$ cat src/shared/blm_regs.svh
// Register indices, field positions, reset values and codes of the background light monitor
`ifndef BLM_REGS_SVH
`define BLM_REGS_SVH

// ==========================================================================
// Register indices (byte address is four times the index)
`define BLM_IDX_STATUS 6'h04
`define BLM_IDX_PIN_CFG 6'h0B
`define BLM_IDX_LIMIT_A 6'h16
`define BLM_IDX_OFS_A 6'h18
`define BLM_IDX_LIMIT_B 6'h1C
`define BLM_IDX_OFS_B 6'h1E
`define BLM_IDX_IRQ_STAT 6'h30
`define BLM_IDX_IRQ_MASK 6'h31

// ==========================================================================
// Field positions
`define BLM_THR_MSB 13
`define BLM_CNT_MSB 15
`define BLM_CNT_LSB 14
`define BLM_PIN0_MSB 4
`define BLM_PIN0_LSB 0
`define BLM_PIN1_MSB 12
`define BLM_PIN1_LSB 8
`define BLM_PIN_CFG_MASK 16'h1F1F

// ==========================================================================
// Reset values
`define BLM_RST_REG16 16'h0000
`define BLM_RST_OFS 14'h0000
`define BLM_RST_FLAGS 8'h00

// ==========================================================================
// Tally limit codes and their counts
`define BLM_CODE_NEVER 2'h0
`define BLM_CODE_ONE 2'h1
`define BLM_CODE_FOUR 2'h2
`define BLM_LIMIT_ONE 5'h01
`define BLM_LIMIT_FOUR 5'h04
`define BLM_LIMIT_SIXTEEN 5'h10

// ==========================================================================
// Pin selector codes
`define BLM_SEL_SLOT_A 5'h10
`define BLM_SEL_SLOT_B 5'h1A
`define BLM_SEL_ALL 5'h1B
`define BLM_SEL_ALL_IRQ 5'h1C

`endif

$ cat src/shared/blm_pkg.sv
// Types of the background light monitor
`default_nettype none
package blm_pkg;

    typedef enum logic [1:0] {
        BLM_BUS_IDLE = 2'b01,
        BLM_BUS_ACK = 2'b10
    } blm_bus_t;

    typedef struct packed {
        blm_bus_t bus;
        logic wait_req;
        logic [31:0] rdata;
        logic [7:0] rd_flags;
        logic [15:0] pin_cfg;
        logic [15:0] lim_a;
        logic [15:0] lim_b;
        logic [7:0][13:0] adc_ofs;
        logic [7:0] hit;
        logic [7:0] irq_stat;
        logic [7:0] irq_mask;
        logic irq;
    } blm_top_state_t;

    typedef struct packed {
        logic [4:0] tally;
        logic flag;
    } blm_tally_state_t;

    typedef struct packed {
        logic pin;
    } blm_pin_state_t;

endpackage
`default_nettype wire

$ cat src/rtl/blm_pin_mux.sv
// Selector for one routed output pin
`timescale 1ns/10ps
`default_nettype none
`include "blm_regs.svh"
module blm_pin_mux (
    input wire logic clk_sys_i,
    input wire logic rst_n_i,
    input wire logic [4:0] sel_i,
    input wire logic [7:0] flags_i,
    input wire logic irq_i,
    output logic pin_o
);
    blm_pkg::blm_pin_state_t s;
    blm_pkg::blm_pin_state_t ns;

    always_comb begin
        ns = s;
        unique case (sel_i)
            `BLM_SEL_SLOT_A: ns.pin = |flags_i[3:0];
            `BLM_SEL_SLOT_B: ns.pin = |flags_i[7:4];
            `BLM_SEL_ALL: ns.pin = |flags_i;
            `BLM_SEL_ALL_IRQ: ns.pin = (|flags_i) | irq_i;
            default: ns.pin = 1'b0;
        endcase
    end

    always_ff @(posedge clk_sys_i or negedge rst_n_i) begin
        if (!rst_n_i) begin
            s <= '0;
        end else begin
            s <= ns;
        end
    end

    assign pin_o = s.pin;
endmodule
`default_nettype wire

$ cat src/rtl/blm_tally.sv
// Exceedance tally and sticky flag of one channel
`timescale 1ns/10ps
`default_nettype none
`include "blm_regs.svh"
module blm_tally (
    input wire logic clk_sys_i,
    input wire logic rst_n_i,
    input wire logic hit_i,
    input wire logic [1:0] limit_code_i,
    input wire logic clear_i,
    output logic flag_o,
    output logic set_o
);
    blm_pkg::blm_tally_state_t s;
    blm_pkg::blm_tally_state_t ns;
    logic [4:0] target;
    logic [4:0] bumped;

    // ======================================================================
    // Next state
    always_comb begin
        ns = s;
        set_o = 1'b0;
        bumped = s.tally + 5'h01;
        unique case (limit_code_i)
            `BLM_CODE_NEVER: target = 5'h00;
            `BLM_CODE_ONE: target = `BLM_LIMIT_ONE;
            `BLM_CODE_FOUR: target = `BLM_LIMIT_FOUR;
            default: target = `BLM_LIMIT_SIXTEEN;
        endcase
        if (clear_i) begin
            ns.flag = 1'b0;
        end
        // Restart after each set so every flag needs a fresh run of hits
        if (hit_i && limit_code_i != `BLM_CODE_NEVER) begin
            if (bumped >= target) begin
                ns.tally = 5'h00;
                ns.flag = 1'b1;
                set_o = 1'b1;
            end else begin
                ns.tally = bumped;
            end
        end
    end

    always_ff @(posedge clk_sys_i or negedge rst_n_i) begin
        if (!rst_n_i) begin
            s <= '0;
        end else begin
            s <= ns;
        end
    end

    assign flag_o = s.flag;
endmodule
`default_nettype wire

$ cat src/rtl/blm_top.sv
// Background light monitor: Avalon-MM registers, per-channel tallies and pin routing
//
// Operation
// - Slot A channel flags one to four sit in status bits 3 to 0.
// - Slot B channel flags one to four sit in status bits 7 to 4.
// - A set flag means its tally reached the limit; it stays until read.
// - Reading the status register clears the flags it returned.
// - Float-mode subtract-cycle results above the 14-bit slot threshold bump that channel's tally.
// - A 2-bit limit field in bits 15 to 14 selects the needed count.
// - Limit code zero never sets a flag; code one sets after one hit.
// - Limit code two needs four hits; code three needs sixteen.
// - Pin zero selector in bits 4 to 0; code 0x10 gives slot A OR.
// - Code 0x1A gives slot B OR; code 0x1B gives OR of all flags.
// - Code 0x1C gives OR of all flags together with the interrupt.
// - Pin one selector in bits 12 to 8 uses the same codes.
// - Compared value is raw conversion minus the channel's offset register.
// - Only subtract cycles, where the LED is masked, are compared.
// - Each channel of each slot has its own tally fed only by itself.
`timescale 1ns/10ps
`default_nettype none
`include "blm_regs.svh"
module blm_top (
    input wire logic clk_sys_i,
    input wire logic reset_n_i,
    input wire logic [5:0] avs_address_i,
    input wire logic avs_read_i,
    input wire logic avs_write_i,
    input wire logic [31:0] avs_writedata_i,
    input wire logic [3:0] avs_byteenable_i,
    output logic [31:0] avs_readdata_o,
    output logic avs_waitrequest_o,
    input wire logic adc_valid_i,
    input wire logic adc_slot_i,
    input wire logic [1:0] adc_channel_i,
    input wire logic [13:0] adc_raw_i,
    input wire logic adc_subtract_i,
    input wire logic float_mode_i,
    output logic irq_o,
    output logic pin_zero_o,
    output logic pin_one_o
);
    // ======================================================================
    // Reset release
    logic [1:0] rst_sync;
    logic rst_n;

    always_ff @(posedge clk_sys_i or negedge reset_n_i) begin
        if (!reset_n_i) begin
            rst_sync <= 2'h0;
        end else begin
            rst_sync <= {rst_sync[0], 1'b1};
        end
    end
    assign rst_n = rst_sync[1];

    // ======================================================================
    // State
    blm_pkg::blm_top_state_t s;
    blm_pkg::blm_top_state_t ns;
    logic [7:0] flags;
    logic [7:0] flag_set;
    logic [2:0] chan;
    logic [13:0] ofs_sel;
    logic [13:0] thr_sel;
    logic [14:0] diff;
    logic exceed;
    logic bus_req;
    logic [31:0] rd_mux;
    logic [7:0] wr_mask;
    logic [15:0] ofs_new;

    // Byte-lane merge for the 16-bit registers
    function automatic logic [15:0] lane_merge(input logic [15:0] old_v,
                                               input logic [15:0] new_v,
                                               input logic [1:0] be);
        lane_merge = {be[1] ? new_v[15:8] : old_v[15:8],
                      be[0] ? new_v[7:0] : old_v[7:0]};
    endfunction

    // ======================================================================
    // Comparison against the slot threshold
    always_comb begin
        chan = {adc_slot_i, adc_channel_i};
        ofs_sel = s.adc_ofs[chan];
        thr_sel = adc_slot_i ? s.lim_b[`BLM_THR_MSB:0] : s.lim_a[`BLM_THR_MSB:0];
        diff = {1'b0, adc_raw_i} - {1'b0, ofs_sel};
        // A result below the offset is a negative value and never exceeds
        exceed = !diff[14] && (diff[13:0] > thr_sel);
    end

    // ======================================================================
    // Register read view
    always_comb begin
        rd_mux = 32'h0000_0000;
        if (avs_address_i == `BLM_IDX_STATUS) begin
            rd_mux[7:0] = flags;
        end else if (avs_address_i == `BLM_IDX_PIN_CFG) begin
            rd_mux[15:0] = s.pin_cfg;
        end else if (avs_address_i == `BLM_IDX_LIMIT_A) begin
            rd_mux[15:0] = s.lim_a;
        end else if (avs_address_i == `BLM_IDX_LIMIT_B) begin
            rd_mux[15:0] = s.lim_b;
        end else if (avs_address_i == `BLM_IDX_IRQ_STAT) begin
            rd_mux[7:0] = s.irq_stat;
        end else if (avs_address_i == `BLM_IDX_IRQ_MASK) begin
            rd_mux[7:0] = s.irq_mask;
        end
        for (int i = 0; i < 4; i++) begin
            if (avs_address_i == `BLM_IDX_OFS_A + 6'(i)) begin
                rd_mux[13:0] = s.adc_ofs[i];
            end
            if (avs_address_i == `BLM_IDX_OFS_B + 6'(i)) begin
                rd_mux[13:0] = s.adc_ofs[i + 4];
            end
        end
    end

    // ======================================================================
    // Next state
    assign bus_req = avs_read_i || avs_write_i;

    always_comb begin
        ns = s;
        wr_mask = 8'h00;
        ofs_new = 16'h0000;
        ns.irq = |(s.irq_stat & s.irq_mask);
        ns.hit = 8'h00;
        if (adc_valid_i && float_mode_i && adc_subtract_i && exceed) begin
            ns.hit[chan] = 1'b1;
        end
        unique case (s.bus)
            blm_pkg::BLM_BUS_IDLE: begin
                ns.rd_flags = 8'h00;
                ns.wait_req = 1'b1;
                if (bus_req) begin
                    ns.bus = blm_pkg::BLM_BUS_ACK;
                    ns.wait_req = 1'b0;
                    ns.rdata = avs_read_i ? rd_mux : s.rdata;
                    // Only bits actually returned are cleared, so a flag set in
                    // the gap before the clearing edge is not lost
                    if (avs_read_i && avs_address_i == `BLM_IDX_STATUS) begin
                        ns.rd_flags = flags;
                    end
                end
            end
            blm_pkg::BLM_BUS_ACK: begin
                ns.bus = blm_pkg::BLM_BUS_IDLE;
                ns.wait_req = 1'b1;
                ns.rd_flags = 8'h00;
                if (avs_write_i) begin
                    if (avs_address_i == `BLM_IDX_PIN_CFG) begin
                        ns.pin_cfg = lane_merge(s.pin_cfg, avs_writedata_i[15:0],
                                                avs_byteenable_i[1:0]) & `BLM_PIN_CFG_MASK;
                    end
                    if (avs_address_i == `BLM_IDX_LIMIT_A) begin
                        ns.lim_a = lane_merge(s.lim_a, avs_writedata_i[15:0],
                                              avs_byteenable_i[1:0]);
                    end
                    if (avs_address_i == `BLM_IDX_LIMIT_B) begin
                        ns.lim_b = lane_merge(s.lim_b, avs_writedata_i[15:0],
                                              avs_byteenable_i[1:0]);
                    end
                    if (avs_address_i == `BLM_IDX_IRQ_MASK && avs_byteenable_i[0]) begin
                        ns.irq_mask = avs_writedata_i[7:0];
                    end
                    if (avs_address_i == `BLM_IDX_IRQ_STAT && avs_byteenable_i[0]) begin
                        wr_mask = avs_writedata_i[7:0];
                    end
                    for (int i = 0; i < 4; i++) begin
                        if (avs_address_i == `BLM_IDX_OFS_A + 6'(i)) begin
                            ofs_new = lane_merge({2'h0, s.adc_ofs[i]},
                                avs_writedata_i[15:0], avs_byteenable_i[1:0]);
                            ns.adc_ofs[i] = ofs_new[13:0];
                        end
                        if (avs_address_i == `BLM_IDX_OFS_B + 6'(i)) begin
                            ofs_new = lane_merge({2'h0, s.adc_ofs[i + 4]},
                                avs_writedata_i[15:0], avs_byteenable_i[1:0]);
                            ns.adc_ofs[i + 4] = ofs_new[13:0];
                        end
                    end
                end
            end
        endcase
        // A new event wins over a write-one clear in the same cycle
        ns.irq_stat = (s.irq_stat & ~wr_mask) | flag_set;
    end

    always_ff @(posedge clk_sys_i or negedge rst_n) begin
        if (!rst_n) begin
            s <= '{bus: blm_pkg::BLM_BUS_IDLE, wait_req: 1'b1, rdata: 32'h0000_0000,
                   rd_flags: `BLM_RST_FLAGS, pin_cfg: `BLM_RST_REG16,
                   lim_a: `BLM_RST_REG16, lim_b: `BLM_RST_REG16,
                   adc_ofs: {8{`BLM_RST_OFS}}, hit: 8'h00,
                   irq_stat: `BLM_RST_FLAGS, irq_mask: `BLM_RST_FLAGS, irq: 1'b0};
        end else begin
            s <= ns;
        end
    end

    assign avs_readdata_o = s.rdata;
    assign avs_waitrequest_o = s.wait_req;
    assign irq_o = s.irq;

    // ======================================================================
    // Channel tallies, slot A in the low four, slot B in the high four
    for (genvar g = 0; g < 8; g++) begin : g_chan
        blm_tally u_tally (
            .clk_sys_i(clk_sys_i),
            .rst_n_i(rst_n),
            .hit_i(s.hit[g]),
            .limit_code_i(g < 4 ? s.lim_a[`BLM_CNT_MSB:`BLM_CNT_LSB]
                                : s.lim_b[`BLM_CNT_MSB:`BLM_CNT_LSB]),
            .clear_i(s.rd_flags[g]),
            .flag_o(flags[g]),
            .set_o(flag_set[g])
        );
    end

    // ======================================================================
    // Routed pins
    blm_pin_mux u_pin_zero (
        .clk_sys_i(clk_sys_i),
        .rst_n_i(rst_n),
        .sel_i(s.pin_cfg[`BLM_PIN0_MSB:`BLM_PIN0_LSB]),
        .flags_i(flags),
        .irq_i(s.irq),
        .pin_o(pin_zero_o)
    );

    blm_pin_mux u_pin_one (
        .clk_sys_i(clk_sys_i),
        .rst_n_i(rst_n),
        .sel_i(s.pin_cfg[`BLM_PIN1_MSB:`BLM_PIN1_LSB]),
        .flags_i(flags),
        .irq_i(s.irq),
        .pin_o(pin_one_o)
    );
endmodule
`default_nettype wire

$ cat config.mk
export PLATFORM = sky130hd
export DESIGN_NAME = blm_top
export DESIGN_NICKNAME = d
export VERILOG_FILES = /design/src/shared/blm_pkg.sv /design/src/rtl/blm_pin_mux.sv /design/src/rtl/blm_tally.sv /design/src/rtl/blm_top.sv
export VERILOG_INCLUDE_DIRS = /design/src /design/src/shared
export SDC_FILE = /design/constraint.sdc
export NUM_CORES = 1
export LEC_CHECK = 0
export ABC_AREA = 1
export BUFFER_PORTS_ARGS = -buffer_cell sky130_fd_sc_hd__buf_2
export CORE_AREA = 2 2 177 179
export DETAILED_ROUTE_END_ITERATION = 12
export DIE_AREA = 0 0 179 181
export GPL_ROUTABILITY_DRIVEN = 0
export PLACE_DENSITY = 0.67
export SLEW_MARGIN = 20
export SYNTH_ARGS = -nofsm -noshare
export SYNTH_HDL_FRONTEND = slang
export SYNTH_HIERARCHICAL = 1
export SYNTH_SLANG_ARGS = --single-unit
export TNS_END_PERCENT = 20
$ cat constraint.sdc
create_clock -name clk_sys_i -period 9.04 [get_ports clk_sys_i]
set_clock_uncertainty 0.05 [all_clocks]
set_input_delay 1.808 -clock clk_sys_i [delete_from_list [all_inputs] [get_ports clk_sys_i]]
set_output_delay 1.808 -clock clk_sys_i [all_outputs]
set_load 0.01 [all_outputs]
==> results.yml <==
run_status:
  status: "finished, final reports clean"
floorplan:
  rows: 64
  initial_utilization_pct: 49.7
  core_area_um2: 30300
  die_h_um: 181
  pin_count: 102
  die_area_um2: 32400
  die_w_um: 179
sta:
  slew_headroom_pct: 32.7
  fin_hold_ws_ns: 0.244
  fin_crit_sh_pct: 70.3
  tightest_slew_ns: 1.01
  final_hold_viol_count: 0
  rsz0062_at_grt: "false"
  maxSlewViolCount: 0
  fin_crit_ns: 6.36
  setup_viol: 0
  setup_ws_ns: 2.68
  fmax_mhz: 157
  setup_tns_ns: 0
global_route:
  grt_max_degree: 159
  grt_pass1_wl_um: 64100
  grt_usage_pct: 24.8
  overflow: 0
  grt_pass1_vias: 12100
  antenna_found_initial: 0
clock_tree:
  cts_tree: "yes"
  clk_pin_slew_ns: 0.06
  clock_latency_ns: 0.55
  cts_hold_buffers: 0
  post_cts_resized: 0
  clock_path_buffers: 3
  clock-root-buffer: "clkbuf_16"
  cts_setup_buffers: 0
  cts_num_sinks: 258
  numCtsBuffers: 30
  htreeDepth: 1
route:
  wl_per_cell_um: 16.3
  viasPerCell: 5.34
  ant_nets: 0
  wirelength_um: 39400
  post-route-drc-count: 0
  routed-via-count: 12900
  first_iter_violations: 1150
  drtPass1Iterations: 6
synthesis:
  synth_warnings: 6
  yosys_register_bits: 258
  netlist-cell-type-count: 50
  synth_adder_area_share_pct: 5.20
  synth.area.top_cells: "dfrtp_1 42%, nand2_1 14%, o21ai_0 6.7%"
  synthCells: 1968
  synth_top_family_by_area: "simple AND/OR/NAND/NOR gates"
  synth-xor-area-share_pct: 1.63
  synth_top_cell_by_area: "dfrtp_1"
  yosys.area_share.simple_pct: 25.7
  ys_async_sr_fraction_pct: 100
  synth.most_common_cell: "nand2_1"
  syn_area_um2: 15100
  synth-main-ff-cell: "dfrtp_1"
  synth.top_cell.area_share_pct: 42.5
  yosys-mux-area-fraction_pct: 0.332
  yosysSeqAreaShare_pct: 42.8
  ys_top_cells_by_count: "571 x nand2_1, 256 x dfrtp_1, 230 x inv_1, 203 x o21ai_0, 133 x nor2_1"
  synth_compound_area_share_pct: 14.5
  synth_edf_count: 0
  avgSynthCellArea_um2: 7.66
setup_path:
  end_kind: "flop"
  worst-path-max-fanout: 19
  critPathKind: "input pin to flop"
  cp.required_ns: 9.36
  crit_path_start_kind: "input pin"
  cp.arrival_ns: 6.68
placement:
  hpwl_um: 29300
  place_area_um2: 15500
  placed_cells: 2364
  pre_cts_ws_ns: 2.25
  portBuffers: 67
cells_and_area:
  multiInputGateArea_um2: 7220
  drive_above_1_share_pct: 11.1
  syn2layout_area_growth_pct: 8.96
  register_area_um2: 6460
  final_core_util_pct: 54.1
  fillers: 2865
  final_cells: 2414
  design_area_um2: 16400
  antenna_cells: 0
  fin_nets: 2128
power:
  irDropWorstVdd_mv: 0.173
  total_power_mw: 2.80
  p_per_area_nw_per_um2: 171
  p_leak_nw: 7.85
job:
  cap_violations: 0
min_path:
  hold_path.class: "flop to asynchronous set/reset pin"
## cell type report
class                      count  share of cell area (%)
timing repair buffer          75                    2.48
clock buffer                  44                    5.26
tap                          396                    3.02
multi-input combinational   1384                    43.9
sequential                   258                    39.3
clock inverter                 6                   0.221
inverter                     251                    5.74
## critical path, stage by stage
cell      delay (ns)
buf_2           0.33
inv_2           0.25
nor3_2          0.71
inv_2           0.25
o22ai_1         0.17
a221oi_1        0.07
nand3_1         0.19
inv_1           0.09
ha_1            0.33
nand2_1         0.11
o21ai_0         0.22
a21oi_1         0.10
o21ai_0         0.32
nand3_1         0.11
nand2_1         0.09
xor2_1          0.07
ha_1            0.30
nand2_1         0.05
nor2_1          0.13
nand2_1         0.10
o2111a_1        0.25
o211ai_1        0.45
nor2_1          0.15
## cell families after synthesis
logic type               after synthesis
other                                  2
flip-flops                           258
adder cells (fa/ha/maj)               62
AO/OA/AOI/OAI                        379
multiplexers                           5
buffers and inverters                341
AND/OR/NAND/NOR                      893
XOR/XNOR                              28
## worst paths after layout
path                             start                     end  slack (ns)  depth (start not counted)
setup reg to reg                 s[85]                   s[20]        4.67                         22
setup / recovery            adc_slot_i                   s[20]        2.68                         23
max in group asynchronous  rst_sync[1]  g_chan[4].u_tally/s[1]        7.38                          1
hold / removal             rst_sync[1]      avs_readdata_o[10]        0.24                          0
hold reg to reg            rst_sync[1]      avs_readdata_o[10]        0.24                          0
min in group clk_sys_i     rst_sync[0]             rst_sync[1]        0.30                          0
## power by group
| group | internal [mW] | leakage, nW | switching (mW) |
|---|---|---|---|
| clock network | 0.654 | 0.441 | 0.469 |
| logic | 0.128 | 3.92 | 0.251 |
| registers | 1.23 | 3.49 | 0.0678 |
## state kept, by name (all words and copies together) (netlist names)
| signal | count |
|---|---|
| u_pin_zero/pin_o | 1 |
| avs_waitrequest_o | 1 |
| u_pin_one/pin_o | 1 |
| g_chan.u_tally/s | 40 |
| avs_readdata_o | 16 |
| rst_sync | 2 |
| s | 188 |
| irq_o | 1 |
| g_chan.u_tally/flag_o | 8 |
## metal layers
| metal | up-vias | track usage, % | share of wire, % |
|---|---|---|---|
| met5 | - | 0 | 0 |
| met4 | 0 | 5.95 | 2.1 |
| met3 | 60 | 2.40 | 6.2 |
| met2 | 444 | 40.1 | 46 |
| met1 | 6046 | 35.9 | 45 |
| li1 | 6352 | - | - |
## cell usage in the layout (no fill, tap or decap), types with 14 or more instances in the layout
| master | count |
|---|---|
| buf_2 | 67 |
| nor2_1 | 133 |
| nand2_2 | 21 |
| ha_1 | 61 |
| inv_1 | 230 |
| xor2_1 | 17 |
| a221oi_1 | 18 |
| o21ai_0 | 203 |
| nand4_1 | 33 |
| a21oi_1 | 78 |
| nor2_2 | 15 |
| a22oi_1 | 14 |
| nand3_1 | 65 |
| nand2_1 | 571 |
| clkbuf_16 | 31 |
| dfrtp_1 | 255 |
| o21ai_1 | 27 |
| inv_2 | 20 |
| conb_1 | 17 |
Note: power is estimated with default switching activity, not from simulation.
